**config.mk**
```make
export PLATFORM = sky130hd
export DESIGN_NAME = core_decoder
export DESIGN_NICKNAME = d
export VERILOG_FILES = /design/src/shared/core_pkg.sv /design/src/logic/core_decoder.sv
export SDC_FILE = /design/constraint.sdc
export NUM_CORES = 1
export LEC_CHECK = 0
export CORE_UTILIZATION = 45
export CTS_CLUSTER_DIAMETER = 80
export DETAILED_ROUTE_END_ITERATION = 10
export DONT_BUFFER_PORTS = 1
export GPL_TIMING_DRIVEN = 0
export PLACE_DENSITY_LB_ADDON = 0.15
export SYNTH_ARGS = -nofsm -noshare
export SYNTH_HDL_FRONTEND = slang
export SYNTH_SLANG_ARGS = --single-unit
```
**constraint.sdc**
```tcl
create_clock -name sys_clk_in -period 5.7 [get_ports sys_clk_in]
set_clock_uncertainty 0.1 [all_clocks]
set_input_delay 1.425 -clock sys_clk_in [delete_from_list [all_inputs] [get_ports sys_clk_in]]
set_output_delay 1.425 -clock sys_clk_in [all_outputs]
set_load 0.02 [all_outputs]
```
**src/shared/core_pkg.sv**
```systemverilog
package core_pkg;
    // Instruction word fields
    localparam int FA_MSB = 7;
    localparam int NIB_MSB = 3;
    localparam int D_POS = 8;
    localparam int T_POS = 9;
    localparam int B_LSB = 8;
    localparam int B_MSB = 10;
    localparam int TGT_MSB = 12;
    localparam int TGT_W = 13;
    // Status flag positions and update masks
    localparam int FLG_C = 0;
    localparam int FLG_DC = 1;
    localparam int FLG_Z = 2;
    localparam int FLG_OV = 3;
    localparam logic [3:0] FM_ARITH = 4'hF;
    localparam logic [3:0] FM_Z = 4'h4;
    localparam logic [3:0] FM_C = 4'h1;
    // Byte-oriented opcodes, upper seven bits (d or s below)
    localparam logic [6:0] OPC_SUBB = 7'h01;
    localparam logic [6:0] OPC_SUB = 7'h02;
    localparam logic [6:0] OPC_DEC = 7'h03;
    localparam logic [6:0] OPC_OR = 7'h04;
    localparam logic [6:0] OPC_AND = 7'h05;
    localparam logic [6:0] OPC_XOR = 7'h06;
    localparam logic [6:0] OPC_ADD = 7'h07;
    localparam logic [6:0] OPC_ADDC = 7'h08;
    localparam logic [6:0] OPC_COM = 7'h09;
    localparam logic [6:0] OPC_INC = 7'h0A;
    localparam logic [6:0] OPC_DECSZ = 7'h0B;
    localparam logic [6:0] OPC_RRC = 7'h0C;
    localparam logic [6:0] OPC_RLC = 7'h0D;
    localparam logic [6:0] OPC_SWAP = 7'h0E;
    localparam logic [6:0] OPC_INCSZ = 7'h0F;
    localparam logic [6:0] OPC_RRN = 7'h10;
    localparam logic [6:0] OPC_RLN = 7'h11;
    localparam logic [6:0] OPC_INCSNZ = 7'h12;
    localparam logic [6:0] OPC_DECSNZ = 7'h13;
    localparam logic [6:0] OPC_CLR = 7'h14;
    localparam logic [6:0] OPC_SET = 7'h15;
    localparam logic [6:0] OPC_NEG = 7'h16;
    localparam logic [6:0] OPC_DAW = 7'h17;
    localparam logic [6:0] OPC_BANKHI = 7'h5D;
    // Whole upper byte opcodes
    localparam logic [7:0] OPC_MOVWF = 8'h01;
    localparam logic [7:0] OPC_CPLT = 8'h30;
    localparam logic [7:0] OPC_CPEQ = 8'h31;
    localparam logic [7:0] OPC_CPGT = 8'h32;
    localparam logic [7:0] OPC_TST = 8'h33;
    localparam logic [7:0] OPC_MULF = 8'h34;
    localparam logic [7:0] OPC_MOVL = 8'hB0;
    localparam logic [7:0] OPC_ADDL = 8'hB1;
    localparam logic [7:0] OPC_SUBL = 8'hB2;
    localparam logic [7:0] OPC_ORL = 8'hB3;
    localparam logic [7:0] OPC_XORL = 8'hB4;
    localparam logic [7:0] OPC_ANDL = 8'hB5;
    localparam logic [7:0] OPC_RETL = 8'hB6;
    localparam logic [7:0] OPC_LONG_SUBROUTINE_CALL = 8'hB7;
    localparam logic [7:0] OPC_BANKLO = 8'hB8;
    localparam logic [7:0] OPC_MULL = 8'hBC;
    // Bit, table and branch prefixes, whole-word opcodes and PCL address
    localparam logic [4:0] OPC_BTG = 5'h07;
    localparam logic [4:0] OPC_BSF = 5'h10;
    localparam logic [4:0] OPC_BCF = 5'h11;
    localparam logic [4:0] OPC_BTSS = 5'h12;
    localparam logic [4:0] OPC_BTSC = 5'h13;
    localparam logic [5:0] OPC_TBLRD = 6'h2A;
    localparam logic [5:0] OPC_TBLWT = 6'h2B;
    localparam logic [2:0] OPC_GOTO = 3'h6;
    localparam logic [2:0] OPC_CALL = 3'h7;
    localparam logic [15:0] W_NOP = 16'h0000;
    localparam logic [15:0] W_RET = 16'h0002;
    localparam logic [15:0] W_RETURN_ENABLE_IRQ = 16'h0005;
    localparam logic [7:0] PCL_FILE_ADDR = 8'h02;
    // Register map and reset values
    localparam logic [3:0] REG_CTRL = 4'h0;
    localparam logic [3:0] REG_CORE = 4'h4;
    localparam logic [3:0] REG_BANK = 4'h8;
    localparam logic [3:0] REG_PC = 4'hC;
    localparam int CTRL_RUN = 0;
    localparam int CTRL_MUL_OFF = 1;
    localparam int CTRL_IRQ_DIS = 2;
    localparam logic [2:0] CTRL_RESET = 3'h1;
    localparam logic [15:0] PC_RESET = 16'h0000;

    typedef enum logic [1:0] {PH_Q1, PH_Q2, PH_Q3, PH_Q4} phase_t;

    typedef enum logic [5:0] {
        OP_NOP, OP_ADD, OP_ADDC, OP_SUB, OP_SUBB, OP_AND, OP_OR, OP_XOR,
        OP_COM, OP_CLR, OP_SET, OP_NEG, OP_DAW, OP_DEC, OP_INC, OP_DECSZ,
        OP_DECSNZ, OP_INCSZ, OP_INCSNZ, OP_CPEQ, OP_CPGT, OP_CPLT, OP_TST,
        OP_RLC, OP_RRC, OP_RLN, OP_RRN, OP_SWAP, OP_MOVWF, OP_MULF, OP_BCF,
        OP_BSF, OP_BTG, OP_BTSC, OP_BTSS, OP_ADDL, OP_SUBL, OP_ANDL, OP_ORL,
        OP_XORL, OP_MOVL, OP_MULL, OP_RETL, OP_CALL, OP_GOTO, OP_LONG_SUBROUTINE_CALL,
        OP_BANKLO, OP_BANKHI, OP_RET, OP_RETURN_ENABLE_IRQ, OP_TBLRD, OP_TBLWT
    } op_t;

    typedef struct packed {
        logic [7:0] res;
        logic [3:0] flg;
        logic [3:0] fmask;
        logic wr_file;
        logic wr_acc;
        logic skip;
    } alu_out_t;
endpackage

```
**src/logic/core_decoder.sv**
```systemverilog
// Function
// - Bit clear/set/toggle read, modify one bit, write back
// - Four quarter phases per instruction cycle
// - Q1 decode/NOP, Q2 read, Q3 execute, Q4 write
// - Add, add-carry, sub-borrow update OV C DC Z
// - AND, OR, XOR update zero only
// - Clear/set/neg/DAW select one: file only; zero: file and accumulator
// - Compare-skip unsigned, flags untouched
// - Inc/dec skip write result, no flags
// - Taken skip replaces fetched word with NOP
// - Conditional skip takes two cycles when true
// - Rotate through carry touches carry only
// - Multiply changes no flags; legacy lacks it
// - Bit ops: 3-bit index, 8-bit address, no flags
// - Literal ops: arithmetic all flags, logic zero
// - Branches two cycles, table read to PCL three
// - Long call: latch high, literal low
// - Internal table write until interrupt; external two
// - Bank loads change one nibble only
// - Interrupt return pops and clears disable flag
// - Destination zero accumulator, one file register
`timescale 1ns/1ps
module core_decoder #(
    parameter int STACK_DEPTH = 16,
    parameter bit MUL_PRESENT = 1'b1
) (
    // Clock and reset
    input wire logic sys_clk_in,
    input wire logic reset_in,
    // Program memory
    output logic [15:0] pm_addr_out,
    input wire logic [15:0] pm_data_in,
    // File register port
    output logic [7:0] file_addr_out,
    input wire logic [7:0] file_rdata_in,
    output logic [7:0] file_wdata_out,
    output logic file_we_out,
    // Table access
    input wire logic [15:0] tbl_latch_in,
    input wire logic tbl_internal_in,
    input wire logic irq_event_in,
    output logic [7:0] tbl_wdata_out,
    output logic tbl_we_out,
    output logic tbl_hi_out,
    output logic tbl_inc_out,
    // Core status
    output core_pkg::phase_t phase_out,
    output logic irq_disable_out,
    // Avalon-MM slave
    input wire logic [3:0] avs_address_in,
    input wire logic avs_read_in,
    input wire logic avs_write_in,
    input wire logic [31:0] avs_writedata_in,
    input wire logic [3:0] avs_byteenable_in,
    output logic [31:0] avs_readdata_out,
    output logic avs_waitrequest_out
);
    import core_pkg::*;

    localparam int SPW = $clog2(STACK_DEPTH);

    // Refuse stack sizes the wrapping pointer cannot serve
    if (STACK_DEPTH < 2 || (1 << SPW) != STACK_DEPTH) begin : g_bad_depth
        $error("STACK_DEPTH must be a power of two of at least 2");
    end

    // Opcode decode; multiply folds to NOP when absent
    function automatic op_t decode(input logic [15:0] w, input logic mul_ok);
        op_t o;
        o = OP_NOP;
        casez (w[15:8])
            {OPC_SUBB, 1'b?}: o = OP_SUBB;
            {OPC_SUB, 1'b?}: o = OP_SUB;
            {OPC_DEC, 1'b?}: o = OP_DEC;
            {OPC_OR, 1'b?}: o = OP_OR;
            {OPC_AND, 1'b?}: o = OP_AND;
            {OPC_XOR, 1'b?}: o = OP_XOR;
            {OPC_ADD, 1'b?}: o = OP_ADD;
            {OPC_ADDC, 1'b?}: o = OP_ADDC;
            {OPC_COM, 1'b?}: o = OP_COM;
            {OPC_INC, 1'b?}: o = OP_INC;
            {OPC_DECSZ, 1'b?}: o = OP_DECSZ;
            {OPC_RRC, 1'b?}: o = OP_RRC;
            {OPC_RLC, 1'b?}: o = OP_RLC;
            {OPC_SWAP, 1'b?}: o = OP_SWAP;
            {OPC_INCSZ, 1'b?}: o = OP_INCSZ;
            {OPC_RRN, 1'b?}: o = OP_RRN;
            {OPC_RLN, 1'b?}: o = OP_RLN;
            {OPC_INCSNZ, 1'b?}: o = OP_INCSNZ;
            {OPC_DECSNZ, 1'b?}: o = OP_DECSNZ;
            {OPC_CLR, 1'b?}: o = OP_CLR;
            {OPC_SET, 1'b?}: o = OP_SET;
            {OPC_NEG, 1'b?}: o = OP_NEG;
            {OPC_DAW, 1'b?}: o = OP_DAW;
            {OPC_BANKHI, 1'b?}: o = OP_BANKHI;
            OPC_MOVWF: o = OP_MOVWF;
            OPC_CPLT: o = OP_CPLT;
            OPC_CPEQ: o = OP_CPEQ;
            OPC_CPGT: o = OP_CPGT;
            OPC_TST: o = OP_TST;
            OPC_MULF: o = mul_ok ? OP_MULF : OP_NOP;
            OPC_MOVL: o = OP_MOVL;
            OPC_ADDL: o = OP_ADDL;
            OPC_SUBL: o = OP_SUBL;
            OPC_ORL: o = OP_ORL;
            OPC_XORL: o = OP_XORL;
            OPC_ANDL: o = OP_ANDL;
            OPC_RETL: o = OP_RETL;
            OPC_LONG_SUBROUTINE_CALL: o = OP_LONG_SUBROUTINE_CALL;
            OPC_BANKLO: o = OP_BANKLO;
            OPC_MULL: o = mul_ok ? OP_MULL : OP_NOP;
            {OPC_BTG, 3'h?}: o = OP_BTG;
            {OPC_BSF, 3'h?}: o = OP_BSF;
            {OPC_BCF, 3'h?}: o = OP_BCF;
            {OPC_BTSS, 3'h?}: o = OP_BTSS;
            {OPC_BTSC, 3'h?}: o = OP_BTSC;
            {OPC_TBLRD, 2'h?}: o = OP_TBLRD;
            {OPC_TBLWT, 2'h?}: o = OP_TBLWT;
            {OPC_GOTO, 5'h??}: o = OP_GOTO;
            {OPC_CALL, 5'h??}: o = OP_CALL;
            default: o = OP_NOP;
        endcase
        if (w == W_RET) o = OP_RET;
        if (w == W_RETURN_ENABLE_IRQ) o = OP_RETURN_ENABLE_IRQ;
        return o;
    endfunction

    // Execute stage: result, flags, destinations and skip
    function automatic alu_out_t alu(input op_t op, input logic [7:0] a,
        input logic [7:0] f, input logic [7:0] k, input logic [2:0] b,
        input logic d, input logic [3:0] st);
        alu_out_t r;
        logic [7:0] x;
        logic [7:0] y;
        logic [7:0] m;
        logic ci;
        logic [8:0] s;
        logic [4:0] h;
        logic [8:0] dw;
        r = '0;
        x = f;
        y = a;
        ci = 1'b0;
        m = 8'h01 << b;
        case (op)
            OP_ADDC: ci = st[FLG_C];
            OP_SUB, OP_NEG, OP_SUBL: begin y = ~a; ci = 1'b1; end
            OP_SUBB: begin y = ~a; ci = st[FLG_C]; end
            OP_DEC, OP_DECSZ, OP_DECSNZ: y = 8'hFF;
            OP_INC, OP_INCSZ, OP_INCSNZ: begin y = 8'h00; ci = 1'b1; end
            default: ;
        endcase
        if (op == OP_NEG) x = 8'h00;
        if (op == OP_ADDL || op == OP_SUBL) x = k;
        s = {1'b0, x} + {1'b0, y} + {8'h00, ci};
        h = {1'b0, x[NIB_MSB:0]} + {1'b0, y[NIB_MSB:0]} + {4'h0, ci};
        dw = {1'b0, a} + ((a[NIB_MSB:0] > 4'h9 || st[FLG_DC]) ? 9'h006 : 9'h000);
        dw = dw + ((dw[FA_MSB:NIB_MSB+1] > 4'h9 || st[FLG_C] || dw[8]) ? 9'h060 : 9'h000);
        r.res = s[7:0];
        r.flg[FLG_C] = s[8];
        r.flg[FLG_DC] = h[4];
        r.flg[FLG_OV] = (x[7] == y[7]) && (s[7] != x[7]);
        r.wr_file = d;
        r.wr_acc = !d;
        case (op)
            OP_ADD, OP_ADDC, OP_SUB, OP_SUBB, OP_DEC, OP_INC:
                r.fmask = FM_ARITH;
            OP_ADDL, OP_SUBL:
            begin
                r.fmask = FM_ARITH;
                r.wr_file = 1'b0;
                r.wr_acc = 1'b1;
            end
            OP_AND: begin r.res = a & f; r.fmask = FM_Z; end
            OP_OR: begin r.res = a | f; r.fmask = FM_Z; end
            OP_XOR: begin r.res = a ^ f; r.fmask = FM_Z; end
            OP_COM: begin r.res = ~f; r.fmask = FM_Z; end
            OP_ANDL, OP_ORL, OP_XORL, OP_MOVL, OP_RETL:
            begin
                r.res = (op == OP_ANDL) ? (a & k) : (op == OP_ORL) ? (a | k) :
                    (op == OP_XORL) ? (a ^ k) : k;
                r.fmask = (op == OP_MOVL || op == OP_RETL) ? 4'h0 : FM_Z;
                r.wr_file = 1'b0;
                r.wr_acc = 1'b1;
            end
            OP_CLR, OP_SET, OP_NEG, OP_DAW:
            begin
                r.res = (op == OP_CLR) ? 8'h00 : (op == OP_SET) ? 8'hFF :
                    (op == OP_DAW) ? dw[7:0] : s[7:0];
                r.fmask = (op == OP_NEG) ? FM_ARITH : (op == OP_DAW) ? FM_C : 4'h0;
                r.flg[FLG_C] = (op == OP_DAW) ? dw[8] : s[8];
                r.wr_file = 1'b1;
                r.wr_acc = !d;
            end
            OP_DECSZ, OP_INCSZ: r.skip = (s[7:0] == 8'h00);
            OP_DECSNZ, OP_INCSNZ: r.skip = (s[7:0] != 8'h00);
            OP_RLC, OP_RRC:
            begin
                r.res = (op == OP_RLC) ? {f[6:0], st[FLG_C]} : {st[FLG_C], f[7:1]};
                r.flg[FLG_C] = (op == OP_RLC) ? f[7] : f[0];
                r.fmask = FM_C;
            end
            OP_RLN: r.res = {f[6:0], f[7]};
            OP_RRN: r.res = {f[0], f[7:1]};
            OP_SWAP: r.res = {f[NIB_MSB:0], f[FA_MSB:NIB_MSB+1]};
            OP_BCF, OP_BSF, OP_BTG:
            begin
                r.res = (op == OP_BCF) ? (f & ~m) : (op == OP_BSF) ? (f | m) : (f ^ m);
                r.wr_file = 1'b1;
                r.wr_acc = 1'b0;
            end
            OP_MOVWF, OP_TBLRD:
            begin
                r.res = (op == OP_MOVWF) ? a : f;
                r.wr_file = 1'b1;
                r.wr_acc = 1'b0;
            end
            default:
            begin
                r.wr_file = 1'b0;
                r.wr_acc = 1'b0;
                r.skip = (op == OP_CPEQ) ? (f == a) : (op == OP_CPGT) ? (f > a) :
                    (op == OP_CPLT) ? (f < a) : (op == OP_TST) ? (f == 8'h00) :
                    (op == OP_BTSC) ? ((f & m) == 8'h00) :
                    (op == OP_BTSS) ? ((f & m) != 8'h00) : 1'b0;
            end
        endcase
        r.flg[FLG_Z] = (r.res == 8'h00);
        return r;
    endfunction

    phase_t ph_q;
    logic [15:0] ir_q, fetch_q, pc_q, pc_d;
    logic [7:0] acc_q, opnd_q, bsr_q, pc_high_holding_latch_q;
    logic [3:0] st_q;
    logic [15:0] prod_q;
    alu_out_t alu_q;
    logic hold_q, disc_q, tw_busy_q, global_irq_disable_flag_q, run_q, mul_off_q;
    logic [15:0] stack_q [STACK_DEPTH];
    logic [SPW-1:0] sp_q;
    logic rd_ack_q;
    logic [31:0] rdata_q;

    // Decode and sequencing terms
    op_t op;
    logic q1, q2, q3, q4, force_nop, fetch_en, push, pop, to_pcl, tw_set;
    logic [7:0] k, tbl_byte;
    logic [15:0] stack_top;
    assign op = decode(ir_q, MUL_PRESENT && !mul_off_q);
    assign k = ir_q[FA_MSB:0];
    assign q1 = run_q && ph_q == PH_Q1;
    assign q2 = run_q && ph_q == PH_Q2;
    assign q3 = run_q && ph_q == PH_Q3;
    assign q4 = run_q && ph_q == PH_Q4;
    assign force_nop = hold_q || disc_q || tw_busy_q;
    assign fetch_en = !hold_q && !tw_busy_q;
    assign push = op == OP_CALL || op == OP_LONG_SUBROUTINE_CALL;
    assign pop = op == OP_RET || op == OP_RETURN_ENABLE_IRQ || op == OP_RETL;
    assign to_pcl = op == OP_TBLRD && k == PCL_FILE_ADDR;
    assign tw_set = q4 && op == OP_TBLWT && tbl_internal_in;
    assign tbl_byte = ir_q[T_POS] ? tbl_latch_in[15:8] : tbl_latch_in[7:0];
    assign stack_top = stack_q[sp_q - 1'b1];

    // Next program counter
    assign pc_d = (op == OP_GOTO || op == OP_CALL) ?
            {pc_q[15:TGT_W], ir_q[TGT_MSB:0]} :
        (op == OP_LONG_SUBROUTINE_CALL) ? {pc_high_holding_latch_q, k} :
        pop ? stack_top :
        to_pcl ? {pc_high_holding_latch_q, alu_q.res} :
        fetch_en ? pc_q + 16'h0001 : pc_q;

    // Quarter phase counter
    always_ff @(posedge sys_clk_in)
    begin
        if (reset_in) ph_q <= PH_Q1;
        else if (run_q) ph_q <= phase_t'(ph_q + 2'h1);
    end

    // Q1 load, Q2 operand read, Q3 execute
    always_ff @(posedge sys_clk_in)
    begin
        if (reset_in)
        begin
            ir_q <= W_NOP;
            opnd_q <= 8'h00;
            alu_q <= '0;
            prod_q <= 16'h0000;
        end
        else
        begin
            if (q1) ir_q <= force_nop ? W_NOP : fetch_q;
            if (q2) opnd_q <= (op == OP_TBLRD) ? tbl_byte : file_rdata_in;
            if (q3) alu_q <= alu(op, acc_q, opnd_q, k, ir_q[B_MSB:B_LSB],
                ir_q[D_POS], st_q);
            if (q3 && (op == OP_MULF || op == OP_MULL))
                prod_q <= acc_q * ((op == OP_MULL) ? k : opnd_q);
        end
    end

    // Q4 write-back of accumulator, flags and bank
    always_ff @(posedge sys_clk_in)
    begin
        if (reset_in)
        begin
            acc_q <= 8'h00;
            st_q <= 4'h0;
            bsr_q <= 8'h00;
        end
        else if (q4)
        begin
            if (alu_q.wr_acc) acc_q <= alu_q.res;
            st_q <= (st_q & ~alu_q.fmask) | (alu_q.flg & alu_q.fmask);
            if (op == OP_BANKLO) bsr_q[NIB_MSB:0] <= k[NIB_MSB:0];
            if (op == OP_BANKHI) bsr_q[FA_MSB:NIB_MSB+1] <= k[FA_MSB:NIB_MSB+1];
        end
    end

    // Q4 fetch, branch and extra-cycle bookkeeping
    always_ff @(posedge sys_clk_in)
    begin
        if (reset_in)
        begin
            pc_q <= PC_RESET;
            fetch_q <= W_NOP;
            hold_q <= 1'b0;
            disc_q <= 1'b0;
            sp_q <= '0;
        end
        else if (q4)
        begin
            pc_q <= pc_d;
            if (fetch_en) fetch_q <= pm_data_in;
            if (push) stack_q[sp_q] <= pc_q;
            if (push) sp_q <= sp_q + 1'b1;
            else if (pop) sp_q <= sp_q - 1'b1;
            hold_q <= to_pcl || (op == OP_TBLRD) ||
                (op == OP_TBLWT && !tbl_internal_in);
            disc_q <= alu_q.skip || push || pop || op == OP_GOTO || to_pcl
                || (hold_q && disc_q);
        end
    end

    // Internal programming stall; a new start beats a same-cycle interrupt
    always_ff @(posedge sys_clk_in)
    begin
        if (reset_in) tw_busy_q <= 1'b0;
        else if (tw_set) tw_busy_q <= 1'b1;
        else if (irq_event_in) tw_busy_q <= 1'b0;
    end

    // Bus decode
    logic wr_ctrl, wr_bank;
    logic [31:0] rd_mux;
    assign wr_ctrl = avs_write_in && avs_address_in == REG_CTRL && avs_byteenable_in[0];
    assign wr_bank = avs_write_in && avs_address_in == REG_BANK && avs_byteenable_in[1];
    assign rd_mux = (avs_address_in == REG_CTRL) ?
            {29'h0, global_irq_disable_flag_q, mul_off_q, run_q} :
        (avs_address_in == REG_CORE) ? {18'h0, ph_q, st_q, acc_q} :
        (avs_address_in == REG_BANK) ? {16'h0, pc_high_holding_latch_q, bsr_q} :
        (avs_address_in == REG_PC) ? {prod_q, pc_q} : 32'h0;

    // Control register and interrupt disable flag
    always_ff @(posedge sys_clk_in)
    begin
        if (reset_in)
        begin
            {global_irq_disable_flag_q, mul_off_q, run_q} <= CTRL_RESET;
            pc_high_holding_latch_q <= 8'h00;
        end
        else
        begin
            if (wr_ctrl) run_q <= avs_writedata_in[CTRL_RUN];
            if (wr_ctrl) mul_off_q <= avs_writedata_in[CTRL_MUL_OFF];
            if (q4 && op == OP_RETURN_ENABLE_IRQ) global_irq_disable_flag_q <= 1'b0;
            else if (wr_ctrl) global_irq_disable_flag_q <= avs_writedata_in[CTRL_IRQ_DIS];
            if (wr_bank) pc_high_holding_latch_q <= avs_writedata_in[15:8];
        end
    end

    // Reads answer after one wait cycle
    always_ff @(posedge sys_clk_in)
    begin
        if (reset_in)
        begin
            rd_ack_q <= 1'b0;
            rdata_q <= 32'h0;
        end
        else
        begin
            rd_ack_q <= avs_read_in && !rd_ack_q;
            if (avs_read_in && !rd_ack_q) rdata_q <= rd_mux;
        end
    end

    // Outputs
    assign avs_waitrequest_out = avs_read_in && !rd_ack_q;
    assign avs_readdata_out = rdata_q;
    assign pm_addr_out = pc_q;
    assign file_addr_out = k;
    assign file_wdata_out = alu_q.res;
    assign file_we_out = q4 && alu_q.wr_file;
    assign tbl_wdata_out = opnd_q;
    assign tbl_we_out = q4 && op == OP_TBLWT;
    assign tbl_hi_out = ir_q[T_POS];
    assign tbl_inc_out = q4 && (op == OP_TBLRD || op == OP_TBLWT) && ir_q[D_POS];
    assign phase_out = ph_q;
    assign irq_disable_out = global_irq_disable_flag_q;
endmodule // core_decoder

```
==> results of run 1 <==
==> worst max path at each step <==
stage | end | slack (ns)
floorplan | prod_q[15]$_SDFFE_PP0P_ | 0.02
global placement | prod_q[15]$_SDFFE_PP0P_ | -1.48
detailed placement | prod_q[15]$_SDFFE_PP0P_ | -1.42
CTS | prod_q[15]$_SDFFE_PP0P_ | -0.07
global route | prod_q[15]$_SDFFE_PP0P_ | -0.26
finish | prod_q[15]$_SDFFE_PP0P_ | -0.10
==> cell usage after synthesis, types with 5 or more instances <==
master    number
edfxtp_1     256
buf_1          7
clkbuf_1      94
a221oi_1      10
ha_1         121
o21ai_0       42
a21o_1        13
o211ai_1      10
a22o_1        12
fa_1          40
mux2i_1       60
o21bai_1       5
a31oi_1        9
a211o_1       16
nor3_1        44
nor4_1        17
xnor2_1       36
or3_1          8
a32oi_1        7
xor2_1        11
nor2b_1       27
buf_6          7
nor3b_1        5
nand2b_1      15
o31ai_1       10
and2_1        19
mux4_2        71
a22oi_1       51
buf_2         29
nand2_1      199
o21ai_1        6
a21oi_1      109
mux2_2        21
o41ai_1        5
nand4_1       18
buf_4         29
dfxtp_1      163
nand3_1       56
o22ai_1       15
a211oi_1      67
and3_1         8
nor2_1       258
inv_1        111
nand3b_1       7
==> metal layers <==
layer,global-route usage [%],vias to the layer above,share of wire [%]
met4,12.1,6,4.1
met2,50.8,819,48
li1,-,8342,-
met3,6.02,187,7.7
met5,0,-,0.056
met1,37.3,9338,40
==> flip-flops by register name, summed over array words and instances, names as in the netlist, 2 cells and up, named ones only <==
signal                   count
acc_q                        8
alu_q                       10
avs_readdata_out            32
bsr_q                        8
fetch_q                     16
file_wdata_out               8
ir_q                        16
pc_high_holding_latch_q      8
phase_out                    2
pm_addr_out                 16
prod_q                      16
sp_q                         4
stack_q                    256
tbl_wdata_out                8
==> metrics by stage <==
step,std cells,setup slack [ns]
6_report,3026,-0.100
5_1_grt,3025,-0.259
4_1_cts,3011,-0.0713
3_5_place_dp,2919,-1.42
3_3_place_gp,2901,-1.48
2_1_floorplan,2221,0.0195
==> cell families (layout without fill, tap and decap cells) <==
family          count (synthesis)  in the layout
mux                           156            156
xor+xnor                       47             47
compound gates                434            434
other cells                     0              2
simple gates                  725            725
buf+inv                       279            402
fa+ha+maj                     161            161
flops                         419            419
==> cell type report <==
class                           instances  share of cell area, %
Antenna cell                            2                 0.0185
Buffer                                161                   3.50
Clock inverter                         23                  0.821
Timing Repair Buffer                   44                   1.65
Sequential cell                       419                   40.4
Clock buffer                           61                   4.49
Tap cell                              680                   3.14
Multi-Input combinational cell       1523                   44.4
Inverter                              113                   1.56
==> worst max-delay path, delay by kind of cell (launching register included) <==
family / cells / cell delay (ns)
xor+xnor: 1 / 0.28
flops: 1 / 0.38
compound gates: 6 / 1.06
fa+ha+maj: 5 / 2.27
buf+inv: 7 / 0.65
simple gates: 5 / 0.86
==> where the power goes <==
group / total, mW / internal [mW] / switching [mW]
registers: 3.30 / 3.22 / 0.0787
clock network: 2.87 / 1.61 / 1.25
logic: 0.634 / 0.217 / 0.417
total: 6.80 / 5.05 / 1.75
==> repair_timing <==
action,in CTS,in global routing
hold endpoints to repair,0,0
cloned,0,2
endpoints found under the setup margin,24,11
setup buffers,10,14
pin swaps,13,21
gates resized for setup,80,40
==> results.toml, run 1 <==
[worst_setup_path]
crit_path_start_kind = "flip-flop"
worstSetupEndpointType = "flip-flop"
crit_path_max_incr_delay_ns = 0.53
worstPathArrival_ns = 6.12
rrSetupSlack_ns = -0.10
cp.required_ns = 6.02
reg2reg_from = "ir_q[9]$_SDFFE_PP0P_"
critPathMostFrequentCell = "fa_1"
worstSetupPathType = "flip-flop to flip-flop"
reg2reg_depth = 24
cp-startpoint = "ir_q[9]$_SDFFE_PP0P_"
slowest_stage = "fa_1"
worstReg2RegEnd = "prod_q[15]$_SDFFE_PP0P_"
crit_fanout = 5
crit_chain = "buf_8 -> buf_12 -> nor4b_4 -> nand3_4 -> clkbuf_16 -> nor2_4 -> a21o_1 -> nand2_2 -> fa_1 -> fa_1 -> inv_2 -> fa_1 -> inv_1 -> fa_1 -> inv_2 -> ha_4 -> inv_2 -> a21oi_4 -> o21ai_2 -> a211oi_2 -> nor2_1 -> a211o_1 -> xnor2_2 -> a211oi_2"

[logic_synthesis]
seq_area_frac_synth_pct = 45.9
synth_xor_area_share_pct = 1.73
avgSynthCellArea_um2 = 10.7
syn_inst = 2221
yosysTopAreaCell = "edfxtp_1"
synthMuxAreaShare_pct = 10.4
ys_ff_latch = 419
synth_area_leaders = "edfxtp_1 32%, dfxtp_1 14%, mux4_2 6.7%"
synthArstFlopShare_pct = 0
synth-simple-area-share_pct = 14.4
synth_top_area_share_pct = 32.2
syn_area_um2 = 23800
synth_ff_type = "edfxtp_1"
synth.distinct_cells = 96
synth_compound_area_share_pct = 12.6
synth-edff-count = 256
yosys_warnings = 0
synthAdderAreaFrac_pct = 9.71
syn-num-nets = 2468
synth_top_family_by_area = "simple AND/OR/NAND/NOR gates"

[cells_and_area]
final_cell_mix = "256 x edfxtp_1, 240 x nor2_1, 198 x nand2_1, 157 x dfxtp_1, 118 x ha_1"
syn2layout_area_growth_pct = 13.8
nets = 2555
register_area_um2 = 11000
final_core_util_pct = 52.3
multiInputGateArea_um2 = 12000
fin_area_um2 = 27100
nFillCells = 4569
mostFrequentLayoutCell = "edfxtp_1"
drive_gt1_share_pct = 15.6

[grt]
grt_max_degree = 25
first_global_vias = 18100
grt_antenna_before_repair = 4
grt_usage_pct = 30.0
grt_overflow = 0
grt_pass1_wl_um = 119000

[floorplan]
io_pins = 166
die_w_um = 232
die_area_um2 = 53900
start_util_pct = 46.0
die_h_um = 232
core_um2 = 51800
num_rows = 83

[routing]
drt-pass1-iter-count = 7
drc_errors = 0
num_vias = 18700
wl_per_cell_um = 27.1
vias_per_cell = 6.18
routed_wirelength_um = 82100
final_antenna_net_count = 0
initialDrtViolationCount = 1819

[sta]
fmax_mhz = 172
finalSetupTns_ns = -0.108
relSlewSlack_pct = 13.9
period_share_pct = 102
whs_ns = 0.352
min_period_ns = 5.80
setup_slack_ns = -0.100
setup-violations-final = 2
slew_violations = 0
hold_viol = 0
rsz0062_at_grt = "true"
worst_pin_slew_ns = 1.28

[min_path]
whs_path_depth = 2
whs_endpoint = "fetch_q[8]$_SDFFE_PP0P_"
hp-class = "flip-flop to flip-flop"
worstHoldStart = "fetch_q[8]$_SDFFE_PP0P_"

[run_status]
violations = "setup timing"
status = "finished with violations"

[clocking]
clk_pin_slew_worst_paths_ns = 0.06
htree_levels = 2
cts-root-buf = "clkbuf_16"
holdBufCountCts = 0
cts_tree = "done"
clk_path_buf_depth = 3
clock_sinks = 419
clkLatencyLatePin_ns = 0.59
cts_buffers = 46

[pwr]
total_power_mw = 6.80
ir_drop_mv = 0.323
p_leak_nw = 9.76
power_density_nw_per_um2 = 251

[placed_design]
place_area_um2 = 25000
hpwl_um = 61600
gp_congestion = 0.971
io_buffers = 0

[flow_run]
max_cap_viol_count = 0
Power figures use the tool's default switching activity.
==> inputs of run 2 (changes only) <==
- CORE_MARGIN: not set -> 2
- CORE_UTILIZATION: 45 -> 58
==> results.toml, run 2 (synthesized netlist as in run 1, its figures left out) <==
[sta]
slew_violations = 0
whs_ns = 0.356
relSlewSlack_pct = 12.0
finalSetupTns_ns = 0
setup-violations-final = 0
min_period_ns = 5.65
rsz0062_at_grt = "true"
period_share_pct = 99.1
fmax_mhz = 177
setup_slack_ns = 0.0486
hold_viol = 0
worst_pin_slew_ns = 1.29

[routing]
num_vias = 19000
wl_per_cell_um = 27.8
routed_wirelength_um = 80200
initialDrtViolationCount = 2019
drt-pass1-iter-count = 6
drc_errors = 0
vias_per_cell = 6.60
final_antenna_net_count = 0

[cells_and_area]
final_core_util_pct = 66.6
largest_reg_flops = 256
drive_gt1_share_pct = 16.8
syn2layout_area_growth_pct = 13.8
fin_area_um2 = 27100
regMostFlops = "stack_q"
nets = 2563
fin_cells = 2883
final_cell_mix = "256 x edfxtp_1, 242 x nor2_1, 196 x nand2_1, 155 x dfxtp_1, 118 x ha_1"
mostFrequentLayoutCell = "edfxtp_1"

[placed_design]
pre_cts_ws_ns = -1.45
io_buffers = 0
gp_congestion = 0.976
dp_cells = 2768
hpwl_um = 58600
place_area_um2 = 24800

[floorplan]
io_pins = 166
die_h_um = 207
die_area_um2 = 42700
start_util_pct = 58.5
die_w_um = 207
num_rows = 74
core_um2 = 40700

[clocking]
holdBufCountCts = 0
clk_pin_slew_worst_paths_ns = 0.06
clkLatencyLatePin_ns = 0.57
clock_sinks = 419
cts-root-buf = "clkbuf_16"
htree_levels = 2
clk_path_buf_depth = 3
cts_tree = "done"
cts_buffers = 42

[pwr]
total_power_mw = 6.80
power_density_nw_per_um2 = 251
p_leak_nw = 9.86
ir_drop_mv = 0.237

[grt]
grt_usage_pct = 37.4
grt_max_degree = 25
grt_pass1_wl_um = 117000
grt_overflow = 0
grt_antenna_before_repair = 4
first_global_vias = 18500

[flow_run]
max_cap_viol_count = 0

[min_path]
hp-class = "flip-flop to flip-flop"

[worst_setup_path]
crit_path_start_kind = "flip-flop"
worstSetupEndpointType = "flip-flop"
worstPathArrival_ns = 5.96
crit_fanout = 6
worstSetupPathType = "flip-flop to flip-flop"
cp.required_ns = 6.01

[run_status]
status = "finished, final reports clean"
[run 2: layout make-up]
cell class                      instances  area [µm²]
Timing Repair Buffer                   54         547
Sequential cell                       419       11000
Clock buffer                           55        1200
Inverter                              113         428
Antenna cell                            2        5.00
Multi-Input combinational cell       1523       12100
Clock inverter                         22         233
Fill cell                            3135       13600
Buffer                                163         977
Tap cell                              532         666
[run 2: worst paths after layout]
check | cells past startpoint | end | from | slack [ns]
worst max-delay path | 24 | prod_q[15]$_SDFFE_PP0P_ | ir_q[9]$_SDFFE_PP0P_ | 0.05
worst min-delay path | 2 | prod_q[2]$_SDFFE_PP0P_ | prod_q[2]$_SDFFE_PP0P_ | 0.36
worst max register to register | 24 | prod_q[15]$_SDFFE_PP0P_ | ir_q[9]$_SDFFE_PP0P_ | 0.05
worst min register to register | 2 | prod_q[2]$_SDFFE_PP0P_ | prod_q[2]$_SDFFE_PP0P_ | 0.36
[run 2: timing repair]
item	4_1_cts	5_1_grt
setup endpoints to repair	17	11
pin swaps	21	31
gates cloned	1	1
setup buffers	14	23
resized for setup	98	43
[run 2: per-layer routing]
metal	vias up	routed length, µm	track usage, %
li1	8329	-	-
met1	9359	30400	47.0
met2	1047	38200	61.9
met3	275	6320	6.03
met4	4	5160	20.4
met5	-	22	0
[run 2: critical path, cell delays in order (launching register included)]
cell and delay [ns]:
dfxtp_4 0.38, buf_8 0.14, buf_12 0.13, nor4b_4 0.32, nand3_4 0.21, clkbuf_16 0.22
nor2_4 0.11, a21o_1 0.16, nand2_1 0.10, fa_1 0.51, fa_1 0.49, inv_1 0.05
fa_1 0.47, inv_1 0.04, fa_1 0.50, inv_2 0.05, ha_4 0.29, inv_4 0.04
a21oi_4 0.12, o21ai_2 0.09, a211oi_2 0.23, nor2_1 0.07, a211o_1 0.30, xnor2_2 0.25
a211oi_2 0.10
[run 2: where the power goes]
part	internal [mW]	switching (mW)	total, mW	leakage, nW
clock	1.67	1.18	2.86	0.705
sequential	3.22	0.0767	3.30	3.69
combinational	0.228	0.418	0.646	5.47
total	5.12	1.68	6.80	9.86
==> inputs of run 3 (changes only) <==
- CTS_BUF_LIST: not set -> sky130_fd_sc_hd__clkbuf_16
==> results.toml, run 3 (synthesized netlist as in run 1, its figures left out) <==
[cells_and_area]
syn2layout_area_growth_pct = 13.5
mostFrequentLayoutCell = "edfxtp_1"
register_area_um2 = 11000
final_core_util_pct = 66.4
final_cell_mix = "256 x edfxtp_1, 242 x nor2_1, 196 x nand2_1, 155 x dfxtp_1, 118 x ha_1"
multiInputGateArea_um2 = 12100
largest_reg_flops = 256
nets = 2565
drive_gt1_share_pct = 16.6
regMostFlops = "stack_q"
nFillCells = 3143

[pwr]
p_leak_nw = 9.85
total_power_mw = 6.69
ir_drop_mv = 0.238
power_density_nw_per_um2 = 247

[routing]
wl_per_cell_um = 27.7
num_vias = 18900
vias_per_cell = 6.55
routed_wirelength_um = 80000
drc_errors = 0
final_antenna_net_count = 0
drt-pass1-iter-count = 8
initialDrtViolationCount = 1919

[sta]
slew_violations = 0
worst_pin_slew_ns = 1.33
fmax_mhz = 177
min_period_ns = 5.65
setup_slack_ns = 0.0501
period_share_pct = 99.1
rsz0062_at_grt = "true"
setup-violations-final = 0
hold_viol = 0
relSlewSlack_pct = 10.4

[worst_setup_path]
worstSetupPathType = "flip-flop to flip-flop"
cp.required_ns = 6.01
worstSetupEndpointType = "flip-flop"
worstPathArrival_ns = 5.96
crit_path_start_kind = "flip-flop"
crit_fanout = 6

[clocking]
clock_sinks = 419
cts_tree = "done"
htree_levels = 2
clk_path_buf_depth = 3
clk_pin_slew_worst_paths_ns = 0.06
cts-root-buf = "clkbuf_16"
cts_buffers = 42
clkLatencyLatePin_ns = 0.57

[grt]
grt_max_degree = 25
grt_antenna_before_repair = 5
grt_overflow = 0
grt_usage_pct = 37.4
first_global_vias = 18500
grt_pass1_wl_um = 117000

[flow_run]
max_cap_viol_count = 0

[floorplan]
core_um2 = 40700
die_h_um = 207
start_util_pct = 58.5
die_w_um = 207
num_rows = 74
io_pins = 166
die_area_um2 = 42700

[placed_design]
pre_cts_ws_ns = -1.45
io_buffers = 0
hpwl_um = 58600
gp_congestion = 0.976

[min_path]
hp-class = "flip-flop to flip-flop"

[run_status]
status = "finished, final reports clean"
-- run 3: cell types whose count changed in the layout (fill, tap and decap cells not counted), sizes merged --
cell | previous run | this run
buf | 125 | 127
inv | 113 | 119
clkinv | 15 | 21
clkbuf | 147 | 135
-- run 3: per-layer routing --
layer | vias to the layer above | routed length [µm] | track usage (%)
met5 | - | 34 | 0
met4 | 6 | 4810 | 20.0
met3 | 247 | 6130 | 6.03
met2 | 962 | 38500 | 62.1
met1 | 9363 | 30500 | 47.1
li1 | 8324 | - | -
-- run 3: per-stage QoR --
step / hold slack [ns] / area [µm²] / instances / setup TNS [ns]
floorplan: 0.332 / 23800 / 2221 / 0
global placement: 0.346 / 24500 / 2753 / -9.77
detailed placement: 0.352 / 24800 / 2768 / -10.0
CTS: 0.358 / 26700 / 2857 / -0.140
global route: 0.378 / 27100 / 2885 / -0.237
finish: 0.357 / 27100 / 2885 / 0
-- run 3: worst paths after layout --
kind / slack [ns] / cells past startpoint / end / from
hold reg to reg: 0.36 / 2 / prod_q[2]$_SDFFE_PP0P_ / prod_q[2]$_SDFFE_PP0P_
setup reg to reg: 0.05 / 24 / prod_q[15]$_SDFFE_PP0P_ / ir_q[9]$_SDFFE_PP0P_
hold / removal: 0.36 / 2 / prod_q[2]$_SDFFE_PP0P_ / prod_q[2]$_SDFFE_PP0P_
setup / recovery: 0.05 / 24 / prod_q[15]$_SDFFE_PP0P_ / ir_q[9]$_SDFFE_PP0P_
-- run 3: critical path, stage by stage (launching register included) --
cell       delay, ns
dfxtp_4         0.38
buf_8           0.14
buf_12          0.13
nor4b_4         0.33
nand3_4         0.21
clkbuf_16       0.22
nor2_4          0.11
a21o_1          0.16
nand2_1         0.10
fa_1            0.50
fa_1            0.49
inv_1           0.05
fa_1            0.47
inv_1           0.04
fa_1            0.50
inv_2           0.05
ha_4            0.29
inv_4           0.04
a21oi_4         0.12
o21ai_2         0.09
a211oi_2        0.24
nor2_1          0.07
a211o_1         0.31
xnor2_2         0.25
a211oi_2        0.10
-- run 3: where the power goes --
part	internal, mW	switching, mW
registers	3.22	0.0771
logic	0.229	0.418
clock network	1.56	1.19
-- run 3: layout make-up --
type                       count  share of cell area, %
clock buffer                  43                   3.98
antenna                        2                 0.0185
multi-input combinational   1523                   44.7
tap                          532                   2.46
sequential                   419                   40.5
clock inverter                34                   1.03
buffer                       163                   3.61
timing repair buffer          56                   2.08
inverter                     113                   1.58
-- run 3: repair_timing --
| action | CTS | global route |
|---|---|---|
| hold buffers | 0 | 0 |
| hold endpoints to repair | 0 | 0 |
| gates cloned | 1 | 1 |
| pin swaps | 21 | 31 |
| buffers inserted | 14 | 25 |
| endpoints found under the setup margin | 17 | 11 |
| resized for setup | 98 | 43 |
